**src/hpb_defs.vh**
```
// Constants for the host port pin block.
// Assumes inclusion by bare name from the block's design files.
// Behaviour
// (RULE1) Byte-id pin acts as host function only if strap high at reset.
// (RULE2) Host drives byte-id to mark first or second byte in multiplexed mode.
// (RULE3) Two select bits choose control, data-increment, address or data register.
// (RULE4) Port answers only while active-low port select is low.
// (RULE5) Host starts no transfer before the port leaves reset.
// (RULE6) Read/write select sets access direction; device reads or writes to match.
// (RULE7) Data strobes time data in and out; device captures or presents with them.
// (RULE8) Select, port select, read/write and strobe pins are inputs after reset.
// (RULE9) Ready output tells host when next transfer can be accepted.
// (RULE10) Ready is high impedance in reset, driven 1 after release.
// (RULE11) Host interrupt is high impedance in reset, driven 1 after release.
// (RULE12) Port enable low disables port and floats all its outputs.
// (RULE13) Multiplexed host may latch address with the address strobe input.
// (RULE14) Pin functions are fixed at the release of reset.
`ifndef HPB_DEFS_VH
`define HPB_DEFS_VH
`define HPB_SEL_CONTROL 2'h0
`define HPB_SEL_DATA_INC 2'h1
`define HPB_SEL_ADDRESS 2'h2
`define HPB_SEL_DATA 2'h3
`define HPB_DATA_W 8
`define HPB_WORD_W 16
`define HPB_FIFO_DEPTH 16
`define HPB_CTRL_RESET 16'h0000
`define HPB_ADDR_RESET 16'h0000
`endif

```
**src/hpb_fifo.v**
```verilog
// Synchronous FIFO with valid/ready on both sides.
// Assumes a single clock, synchronous active-high reset and a clock enable.
`timescale 1ns/1ps
module hpb_fifo #(
    parameter WIDTH = 16,
    parameter DEPTH = 16,
    parameter AW = 4
) (
    input wire clock,
    input wire rst,
    input wire ce,
    input wire [WIDTH-1:0] in_data,
    input wire in_valid,
    output wire in_ready,
    output reg [WIDTH-1:0] out_data,
    output reg out_valid,
    input wire out_ready
);
    reg [WIDTH-1:0] mem [0:DEPTH-1];
    reg [AW-1:0] wr_ptr;
    reg [AW-1:0] rd_ptr;
    reg [AW:0] count;
    wire push;
    wire pop;
    wire load;
    assign in_ready = (count != DEPTH[AW:0]);
    assign push = in_valid && in_ready;
    // Output register refills when empty or being drained
    assign load = (count != {(AW+1){1'b0}}) && (!out_valid || out_ready);
    assign pop = load;

    always @(posedge clock)
    begin
        if (rst)
        begin
            wr_ptr <= {AW{1'b0}};
            rd_ptr <= {AW{1'b0}};
            count <= {(AW+1){1'b0}};
            out_valid <= 1'b0;
            out_data <= {WIDTH{1'b0}};
        end
        else if (ce)
        begin
            if (push)
            begin
                mem[wr_ptr] <= in_data;
                wr_ptr <= wr_ptr + 1'b1;
            end
            if (pop)
            begin
                out_data <= mem[rd_ptr];
                rd_ptr <= rd_ptr + 1'b1;
                out_valid <= 1'b1;
            end
            else if (out_ready)
            begin
                out_valid <= 1'b0;
            end
            if (push && !pop)
            begin
                count <= count + 1'b1;
            end
            else if (pop && !push)
            begin
                count <= count - 1'b1;
            end
        end
    end
endmodule

```
**src/hpb_port.v**
```verilog
// Host port pin-level block: pin sync, strap capture, register select,
// two-byte word assembly into a write FIFO, read data, ready and interrupt pins.
// Assumes host pins are asynchronous; the DSP side drains writes and supplies reads.
`timescale 1ns/1ps
`include "hpb_defs.vh"
module hpb_port #(
    parameter DW = `HPB_DATA_W,
    parameter WW = `HPB_WORD_W,
    parameter DEPTH = `HPB_FIFO_DEPTH
) (
    input wire clock,
    input wire rst,
    input wire ce,
    input wire port_enable_pin,
    input wire boot_function_strap,
    input wire access_select_lo,
    input wire access_select_hi,
    input wire port_select_n,
    input wire read_write_select,
    input wire data_strobe_a,
    input wire data_strobe_b,
    input wire byte_half_id,
    input wire address_strobe_in,
    input wire [DW-1:0] host_data_in,
    output reg [DW-1:0] host_data_out,
    output wire host_data_oe,
    output wire host_ready_out,
    output wire host_ready_oe,
    output wire host_irq_out,
    output wire host_irq_oe,
    output wire shared_line_is_host,
    input wire dsp_irq_set,
    input wire dsp_irq_clear,
    output wire [WW-1:0] wr_data,
    output wire [WW-1:0] wr_addr,
    output wire wr_inc,
    output wire wr_valid,
    input wire wr_ready,
    output reg [WW-1:0] rd_addr,
    output reg rd_req,
    input wire [WW-1:0] rd_data,
    input wire rd_valid,
    output reg [WW-1:0] port_control_reg,
    output reg [WW-1:0] port_address_reg
);
    localparam ST_IDLE = 3'b001;
    localparam ST_BUSY = 3'b010;
    localparam ST_WAIT = 3'b100;
    localparam NS = 9;

    // Two-stage synchronisers; stage one feeds only stage two
    reg [NS-1:0] sync1;
    reg [NS-1:0] sync2;
    reg [DW-1:0] din1;
    reg [DW-1:0] din2;
    reg strobe_prev;
    reg as_prev;
    reg in_reset;
    reg host_mode;
    reg strap1;
    reg strap2;
    reg hi_byte;
    reg [DW-1:0] low_byte;
    reg [WW-1:0] rd_word;
    reg [DW-1:0] rd_hi_hold;
    reg [2:0] state;
    reg [2:0] next_state;
    reg irq_n;
    wire [WW-1:0] fifo_word;
    reg [WW+16:0] fifo_in;
    reg fifo_push;
    wire fifo_ready;
    wire [WW+16:0] fifo_out;
    wire sel_n;
    wire rw;
    wire strobe;
    wire bhid;
    wire astrobe;
    wire en;
    wire [1:0] sel;
    wire strobe_edge;
    wire access;
    wire cur_hi;

    always @(posedge clock)
    begin
        if (rst)
        begin
            sync1 <= 9'h081;
            sync2 <= 9'h081;
            din1 <= {DW{1'b0}};
            din2 <= {DW{1'b0}};
        end
        else if (ce)
        begin
            sync1 <= {port_enable_pin, address_strobe_in, byte_half_id, access_select_hi,
                      access_select_lo, read_write_select,
                      data_strobe_b, data_strobe_a, port_select_n};
            sync2 <= sync1;
            din1 <= host_data_in;
            din2 <= din1;
        end
    end

    assign sel_n = sync2[0];
    // Strobe is active when the two strobes differ (one low, one high)
    assign strobe = sync2[1] ^ sync2[2];
    assign rw = sync2[3];
    assign sel = sync2[5:4];
    assign bhid = sync2[6];
    assign astrobe = sync2[7];
    assign en = sync2[8];
    assign strobe_edge = strobe && !strobe_prev;
    assign access = strobe_edge && !sel_n && en && !in_reset; // RULE4 RULE12 RULE5
    // Byte order follows the byte-id pin when it is a host pin
    assign cur_hi = host_mode ? bhid : hi_byte; // RULE1 RULE2
    assign fifo_word = {din2, low_byte};

    // Strap synchronised, then caught while reset is held; fixed at release
    always @(posedge clock)
    begin
        if (ce)
        begin
            strap1 <= boot_function_strap;
            strap2 <= strap1;
            if (rst)
            begin
                host_mode <= strap2; // RULE1 RULE14
            end
        end
    end
    assign shared_line_is_host = host_mode;

    always @(posedge clock)
    begin
        if (rst)
        begin
            in_reset <= 1'b1;
        end
        else if (ce)
        begin
            in_reset <= 1'b0;
        end
    end

    // Outputs float during reset and while the port is disabled
    assign host_ready_oe = !rst && !in_reset && en; // RULE10 RULE12
    assign host_irq_oe = !rst && !in_reset && en; // RULE11 RULE12
    assign host_irq_out = irq_n;
    assign host_ready_out = (state == ST_IDLE) && fifo_ready; // RULE9 RULE10
    assign host_data_oe = en && !in_reset && !sel_n && rw && strobe; // RULE6 RULE7 RULE8

    always @*
    begin
        next_state = state;
        case (state)
            ST_IDLE:
                if (access && rw && !cur_hi && sel != `HPB_SEL_CONTROL
                    && sel != `HPB_SEL_ADDRESS)
                begin
                    next_state = ST_BUSY;
                end
            ST_BUSY:
                next_state = ST_WAIT;
            ST_WAIT:
                if (rd_valid)
                begin
                    next_state = ST_IDLE;
                end
            default:
                next_state = ST_IDLE;
        endcase
    end

    always @(posedge clock)
    begin
        if (rst)
        begin
            state <= ST_IDLE;
            strobe_prev <= 1'b0;
            as_prev <= 1'b1;
            hi_byte <= 1'b0;
            low_byte <= {DW{1'b0}};
            rd_word <= {WW{1'b0}};
            rd_hi_hold <= {DW{1'b0}};
            rd_req <= 1'b0;
            rd_addr <= `HPB_ADDR_RESET;
            host_data_out <= {DW{1'b0}};
            irq_n <= 1'b1;
            fifo_push <= 1'b0;
            fifo_in <= {(WW+17){1'b0}};
            port_control_reg <= `HPB_CTRL_RESET;
            port_address_reg <= `HPB_ADDR_RESET;
        end
        else if (ce)
        begin
            state <= next_state;
            strobe_prev <= strobe;
            as_prev <= astrobe;
            rd_req <= (state == ST_BUSY);
            // Set wins over clear
            if (dsp_irq_set)
            begin
                irq_n <= 1'b0;
            end
            else if (dsp_irq_clear)
            begin
                irq_n <= 1'b1;
            end
            if (fifo_ready)
            begin
                fifo_push <= 1'b0;
            end
            if (rd_valid && state == ST_WAIT)
            begin
                rd_word <= rd_data;
            end
            // Address strobe falling edge latches the address byte
            if (host_mode && as_prev && !astrobe && !sel_n && en)
            begin
                port_address_reg[DW-1:0] <= din2; // RULE13
            end
            if (access)
            begin
                hi_byte <= !cur_hi; // RULE1 RULE2
                if (rw)
                begin
                    case (sel) // RULE3 RULE6
                        `HPB_SEL_CONTROL:
                            host_data_out <= cur_hi ? port_control_reg[WW-1:DW]
                                                    : port_control_reg[DW-1:0];
                        `HPB_SEL_ADDRESS:
                            host_data_out <= cur_hi ? port_address_reg[WW-1:DW]
                                                    : port_address_reg[DW-1:0];
                        default:
                        begin
                            // Both halves come from the same fetched word
                            if (!cur_hi)
                            begin
                                rd_addr <= port_address_reg;
                                rd_hi_hold <= rd_word[WW-1:DW];
                            end
                            host_data_out <= cur_hi ? rd_hi_hold : rd_word[DW-1:0];
                            if (cur_hi && sel == `HPB_SEL_DATA_INC)
                            begin
                                port_address_reg <= port_address_reg + 1'b1;
                            end
                        end
                    endcase
                end
                else if (!cur_hi)
                begin
                    low_byte <= din2; // RULE7
                end
                else
                begin
                    case (sel) // RULE3
                        `HPB_SEL_CONTROL:
                            port_control_reg <= fifo_word;
                        `HPB_SEL_ADDRESS:
                            port_address_reg <= fifo_word;
                        default:
                        begin
                            fifo_push <= 1'b1;
                            fifo_in <= {(sel == `HPB_SEL_DATA_INC), port_address_reg,
                                        fifo_word};
                            if (sel == `HPB_SEL_DATA_INC)
                            begin
                                port_address_reg <= port_address_reg + 1'b1;
                            end
                        end
                    endcase
                end
            end
        end
    end

    hpb_fifo #(
        .WIDTH(WW + 17),
        .DEPTH(DEPTH),
        .AW(4)
    ) u_fifo (
        .clock(clock),
        .rst(rst),
        .ce(ce),
        .in_data(fifo_in),
        .in_valid(fifo_push),
        .in_ready(fifo_ready),
        .out_data(fifo_out),
        .out_valid(wr_valid),
        .out_ready(wr_ready)
    );
    assign wr_data = fifo_out[WW-1:0];
    assign wr_addr = fifo_out[WW+15:WW];
    assign wr_inc = fifo_out[WW+16];
endmodule

```
**config.mk**
```make
export PLATFORM = sky130hd
export DESIGN_NAME = hpb_port
export DESIGN_NICKNAME = d
export VERILOG_FILES = /design/src/hpb_fifo.v /design/src/hpb_port.v
export VERILOG_INCLUDE_DIRS = /design/src /design/src/src
export SDC_FILE = /design/constraint.sdc
export NUM_CORES = 1
export LEC_CHECK = 0
export ABC_AREA = 0
export BUFFER_PORTS_ARGS = -buffer_cell sky130_fd_sc_hd__buf_2
export CAP_MARGIN = 10
export CORE_MARGIN = 1
export CORE_UTILIZATION = 55
export CTS_CLUSTER_DIAMETER = 80
export DETAILED_ROUTE_END_ITERATION = 8
export GPL_TIMING_DRIVEN = 0
export PLACE_DENSITY = 0.71
export SLEW_MARGIN = 20
export SYNTH_ARGS = -nofsm -noshare
export SYNTH_HDL_FRONTEND = slang
export SYNTH_SLANG_ARGS = --single-unit
```
**constraint.sdc**
```tcl
create_clock -name clock -period 9.7 [get_ports clock]
set_input_delay 1.94 -clock clock [delete_from_list [all_inputs] [get_ports clock]]
set_output_delay 1.94 -clock clock [all_outputs]
set_load 0.01 [all_outputs]
```
==> reports/qor.csv, run 1 <==
metric,value,unit
drtIter0Drc,1664,
yosysSeqAreaShare,70.0,%
largestRegisters,"u_fifo.mem (528), fifo_in (33), u_fifo.out_data (33)",
cpLargestDelayFamily,buffers and inverters,
grt_setup_unrepaired,false,
cp.arrival,3.77,ns
p_leak,10.8,nW
postCtsHoldBufs,0,
finalCritPeriodShare,58.8,%
vias,17000,
final_cell_mix,"edfxtp_1 (531), nand2_1 (235), dfxtp_1 (212), buf_2 (170), mux4_2 (133)",
syn_area_per_cell,15.8,um2
path_buf_inv,5,
syn2layout_area_growth,15.7,%
port_buffers,137,
timing.rr.start,u_fifo.count[0]$_SDFFE_PP0P_,
drive_above_1_share,24.9,%
cts-resized-gates,0,
post_drt_wl_per_cell,25.6,um
htreeDepth,3,
syn_area,28900,um2
tightest_slew,1.07,ns
clk_latency,0.60,ns
setup_ws,3.99,ns
clk_pin_slew_worst_paths,0.06,ns
largest_register_ffs,528,
vdd_ir_drop_max,0.126,mV
synth_edf_count,531,
dr.pass1.iters,6,
min_path_type,register to register,
skew,0.0214,ns
crit_end,host_ready_oe,
layout.nets,2120,
cts_root_buf,clkbuf_16,
die_y,231,um
max_freq,175,MHz
core-area,51600,um2
whs_path_depth,0,
postSynthCellCount,1831,
cts_tree,done,
r2r_slack,6.85,ns
grt_start_max_net_pins,20,
fillCellCount,3594,
fin_tns_setup,0,ns
synth_async_sr_flop_share,0,%
power.density,204,nW/um2
grt-ovfl-total,0,
drc,0,
grt_pass1_wl,107000,um
finalCriticalPeriod,5.71,ns
pre_cts_slack,4.03,ns
syn_nets,1883,
die_x,231,um
hold_viol_final,0,
antenna_found_initial,0,
start_util,55.9,%
crit_path_cell_trace,buf_2 > clkbuf_1 > clkbuf_1 > nor3b_1 > buf_4 > buf_2,
reg2regPathDepth,5,
dp_hpwl,48200,um
vias_per_cell,6.06,
crit_path_start,rst,
dieArea,53400,um2
gp_congestion,0.925,
wirelength,71800,um
required,7.76,ns
ys_ff_latch,743,
synth_flop_cell,edfxtp_1,
slew_violations,0,
track_usage,27.6,%
finalSetupViolCount,0,
outcome,"complete, no violations",
critPathSlowestCell,clkbuf_1,
first_global_vias,17000,
path_class,primary input to primary output,
postCtsSetupRepairBufs,0,
end_kind,primary output,
cts_inserted_buffers,75,
slew_headroom,28.5,%
ys_warn_count,0,
top_register,u_fifo.mem,
cap_violations,0,
num_rows,83,
pin_count,138,
dp_cells,2671,
drtAntennaViolNets,0,
path_depth,6,
rr_endpoint,u_fifo.mem[15][0]$_DFFE_PP_,
ys_types,69,
startpoint_type,primary input,
final_cells,2808,
cpPeakStageDelay,0.66,ns
hold_ws,0.420,ns
layout_commonest_cell,edfxtp_1,
clkSinkCount,743,
crit_fanout,10,
clk_path_buf_depth,3,
kinds of logic (layout without fill, tap and decap cells):
kind of cell | count (synthesis) | in the layout | synth area share [%]
other | 0 | 1 | 0
and+or+nand+nor | 398 | 398 | 6.04
adders and majority gates | 11 | 11 | 0.503
muxes | 270 | 270 | 15.3
xor gates and xnor gates | 17 | 17 | 0.516
AOI/OAI and AO/OA | 261 | 261 | 5.42
buffers and inverters | 131 | 427 | 2.24
DFF | 743 | 743 | 70.0
synthesized netlist by cell type (6+ instances only):
cell,number,area [um2]
edfxtp_1,531,15900
nand2_1,235,882
dfxtp_1,212,4240
mux4_2,133,3000
a21oi_1,119,596
mux2i_1,99,991
nor2_1,96,360
clkbuf_1,55,206
a22oi_1,40,300
mux2_2,37,417
buf_2,33,165
o21ai_1,31,155
o21ai_0,29,145
inv_1,16,60.1
buf_6,12,135
ha_1,10,125
nand3_1,9,45.0
xnor2_1,9,78.8
buf_1,8,30.0
xor2_1,8,70.1
and3_1,7,43.8
nor3_1,7,35.0
buf_4,6,45.0
worst register-to-register path, delay by kind of cell (launching register included):
| family | cells | cell delay, ns |
|---|---|---|
| and+or+nand+nor | 3 | 1.25 |
| AOI/OAI and AO/OA | 1 | 0.53 |
| DFF | 1 | 0.44 |
| buffers and inverters | 1 | 0.29 |
layout make-up:
cell class                 instances  area, um2  share of cell area [%]
sequential                       743      20200                    60.5
multi-input combinational        957       8150                    24.4
clock buffer                     105       2040                    6.11
timing repair buffer             160       1220                    3.67
tap                              680        851                    2.55
buffer                           114        582                    1.74
clock inverter                    31        275                   0.825
inverter                          17       63.8                   0.191
antenna                            1       2.50                 0.00750
layer usage:
metal,track usage [%],vias up,wire length (um)
met3,4.53,148,5650
li1,-,7462,-
met5,0,-,0
met1,36.1,8565,28100
met2,46.7,843,35900
met4,10.0,0,2200
through the flow:
| stage | total power [W] | utilization [%] | cell area (um2) |
|---|---|---|---|
| 2_1_floorplan | 0.00394 | - | 28900 |
| 3_3_place_gp | 0.00413 | 58.9 | 30400 |
| 3_5_place_dp | 0.00414 | 60.2 | 31000 |
| 4_1_cts | 0.00686 | 64.6 | 33400 |
| 5_1_grt | 0.00702 | 64.7 | 33400 |
| 6_report | 0.00681 | 64.7 | 33400 |
where the power goes:
group / switching, W / internal (W) / total [W]
sequential: 0.0000361 / 0.00339 / 0.00342
clock: 0.00116 / 0.00158 / 0.00274
combinational: 0.000384 / 0.000259 / 0.000643
total: 0.00158 / 0.00523 / 0.00681
worst min-delay path by stage:
stage | start | endpoint | slack (ns)
CTS | strap2$_DFFE_PP_ | shared_line_is_host$_DFFE_PP_ | 0.42
floorplan | strap2$_DFFE_PP_ | shared_line_is_host$_DFFE_PP_ | 0.40
global route | strap1$_DFFE_PP_ | strap2$_DFFE_PP_ | 0.42
finish | strap1$_DFFE_PP_ | strap2$_DFFE_PP_ | 0.42
global placement | strap1$_DFFE_PP_ | strap2$_DFFE_PP_ | 0.40
detailed placement | strap2$_DFFE_PP_ | shared_line_is_host$_DFFE_PP_ | 0.40
(Power assumes the default switching activity.)
==> run 2: changes to the inputs <==
--- a/config.mk
+++ b/config.mk
@@ -6,7 +6,7 @@
 export SDC_FILE = /design/constraint.sdc
 export NUM_CORES = 1
 export LEC_CHECK = 0
-export ABC_AREA = 0
+export ABC_AREA = 1
 export BUFFER_PORTS_ARGS = -buffer_cell sky130_fd_sc_hd__buf_2
 export CAP_MARGIN = 10
 export CORE_MARGIN = 1
==> constraint.sdc (replaced) <==
create_clock -name clock -period 5.7 [get_ports clock]
set_input_delay 1.14 -clock clock [delete_from_list [all_inputs] [get_ports clock]]
set_output_delay 1.14 -clock clock [all_outputs]
set_load 0.01 [all_outputs]
==> run 2 against run 1 <==
- via count increased by 38%
- clock skew up 0.0044 ns
- routed wire length increased by 31%
- final area is 3.8% higher
- critical path type unchanged
- largest cell class unchanged
- largest power group unchanged
==> reports/qor.csv, run 2 <==
metric,value,unit
pin_count,138,
vias,23400,
finalCritPeriodShare,62.3,%
final_cell_mix,"nor2_1 (716), edfxtp_1 (531), o21ai_0 (347), nand3_1 (241), dfxtp_1 (212)",
gp_congestion,0.950,
yosysMostFrequentCell,nor2_1,
yosysSeqAreaShare,67.0,%
crit_end,host_ready_oe,
final_cells,3896,
finalSetupViolCount,0,
dr.pass1.iters,8,
max_freq,282,MHz
power.density,420,nW/um2
met3_usage,6.02,%
drtAntennaViolNets,0,
p_int,0.00982,W
startpoint_type,primary input,
num_rows,85,
htreeDepth,3,
cap_violations,0,
ys_warn_count,0,
clk_latency,0.64,ns
drc,0,
grt_pass1_wl,141000,um
vias_per_cell,6.01,
pwr-share-comb,24.9,%
path_class,primary input to primary output,
postCtsHoldBufs,0,
slew_violations,0,
cts_inserted_buffers,77,
dieArea,55800,um2
met1_usage,43.0,%
cts_tree,done,
vdd_ir_drop_max,0.243,mV
synth_top_area_cell,edfxtp_1,
r2r_slack,2.86,ns
drive_above_1_share,11.6,%
clkSinkCount,743,
layout_commonest_cell,nor2_1,
rr_endpoint,u_fifo.out_data[15]$_SDFFE_PP0P_,
crit_path_start,rst,
synth_flop_cell,edfxtp_1,
synth_edf_count,531,
yosys-top-cells-area,"edfxtp_1 (53%), dfxtp_1 (14%), nor2_1 (9.1%), o21ai_0 (5.8%), nand3_1 (4.0%)",
syn_area,30200,um2
first_global_vias,22800,
track_usage,34.1,%
cts-resized-gates,0,
busiest_layer,met2,
synth_async_sr_flop_share,0,%
switching_share,32.5,%
switchingPower,0.00472,W
syn_nets,2955,
largestRegisters,"u_fifo.mem (528), fifo_in (33), u_fifo.out_data (33)",
die_x,236,um
slew_headroom,19.9,%
largest_register_ffs,528,
dp_cells,3753,
cts_root_buf,clkbuf_16,
end_kind,primary output,
regArea,20200,um2
post_drt_wl_per_cell,24.2,um
met2_usage,56.7,%
synth_top_area_share,52.9,%
port_buffers,137,
top_register,u_fifo.mem,
ys_ff_latch,743,
hold_viol_final,0,
finalCriticalPeriod,3.55,ns
crit_fanout,10,
reg2regPathDepth,8,
layout.nets,3188,
post_dp_cell_area,32200,um2
die_y,236,um
postCtsSetupRepairBufs,0,
start_util,55.8,%
clk_pin_slew_worst_paths,0.05,ns
syn_area_per_cell,10.4,um2
grt_start_max_net_pins,21,
clk_path_buf_depth,3,
syn2layout_area_growth,14.9,%
outcome,"complete, no violations",
ys_types,40,
postSynthCellCount,2903,
skew,0.0258,ns
fillCellCount,4247,
tightest_slew,1.20,ns
drtIter0Drc,2652,
min_path_type,register to register,
cp.arrival,2.41,ns
required,4.56,ns
p_leak,11.8,nW
dp_hpwl,63700,um
antenna_found_initial,0,
grt_setup_unrepaired,false,
design_area,34700,um2
grt-ovfl-total,0,
wirelength,94300,um
synth_common_cells,"nor2_1 (732), edfxtp_1 (531), o21ai_0 (347)",
clockPowerShare,33.8,%
core-area,54000,um2
multi_input_area,8590,um2
pwr-share-seq,41.3,%
timing.rr.start,u_fifo.rd_ptr[3]$_SDFFE_PP0P_,
[run 2: worst min-delay path by stage]
stage | startpoint | end | slack (ns) | depth (start not counted)
floorplan | strap2$_DFFE_PP_ | shared_line_is_host$_DFFE_PP_ | 0.40 | 0
global placement | strap2$_DFFE_PP_ | shared_line_is_host$_DFFE_PP_ | 0.40 | 0
detailed placement | strap2$_DFFE_PP_ | shared_line_is_host$_DFFE_PP_ | 0.41 | 0
CTS | strap2$_DFFE_PP_ | shared_line_is_host$_DFFE_PP_ | 0.42 | 0
global route | strap2$_DFFE_PP_ | shared_line_is_host$_DFFE_PP_ | 0.42 | 0
finish | strap2$_DFFE_PP_ | shared_line_is_host$_DFFE_PP_ | 0.42 | 0
[run 2: through the flow]
| step | hold slack (ns) | utilization (%) | worst slack, ns | power (W) | setup TNS, ns |
|---|---|---|---|---|---|
| 2_1_floorplan | 0.400 | - | 2.14 | 0.00834 | 0 |
| 3_3_place_gp | 0.405 | 58.7 | -0.210 | 0.00957 | -67.02 |
| 3_5_place_dp | 0.407 | 59.6 | 1.65 | 0.00966 | 0 |
| 4_1_cts | 0.423 | 64.1 | 2.10 | 0.0145 | 0 |
| 5_1_grt | 0.423 | 64.1 | 2.08 | 0.0151 | 0 |
| 6_report | 0.421 | 64.1 | 2.15 | 0.0145 | 0 |
[run 2: layout make-up]
type	count	share of cell area (%)
sequential	743	58.3
clock inverter	35	0.769
inverter	148	1.60
multi-input combinational	1835	24.8
tap	696	2.51
buffer	177	2.70
clock buffer	107	6.27
timing repair buffer	154	3.07
antenna	1	0.00722
[run 2: cells by family (layout without fill, tap and decap cells)]
logic type / Yosys count / count (layout) / share of synthesized area (%)
xor gates and xnor gates: 7 / 7 / 0.203
buffers and inverters: 325 / 621 / 4.95
DFF: 743 / 743 / 67.0
AOI/OAI and AO/OA: 646 / 646 / 11.4
adders and majority gates: 11 / 11 / 0.481
and+or+nand+nor: 1171 / 1171 / 16.0
other: 0 / 1 / 0
[run 2: critical path, stage by stage]
cell and delay (ns):
buf_2 0.09, clkbuf_1 0.71, nor3_1 0.15, buf_4 0.18, buf_2 0.13
[run 2: metal layers]
metal  routed length, um  up-vias  share of wire (%)
met5                   0        -                  0
met4                4670        0                4.9
met3                9720      273                 10
met2               45100     1439                 48
met1               34800    11200                 37
li1                    -    10500                  -
[run 2: power by group through the flow]
stage	combinational [W]	sequential, W	clock [W]
2_1_floorplan	0.00220	0.00614	0
3_3_place_gp	0.00347	0.00611	0
3_5_place_dp	0.00354	0.00612	0
4_1_cts	0.00357	0.00600	0.00493
5_1_grt	0.00394	0.00602	0.00514
6_report	0.00362	0.00601	0.00492
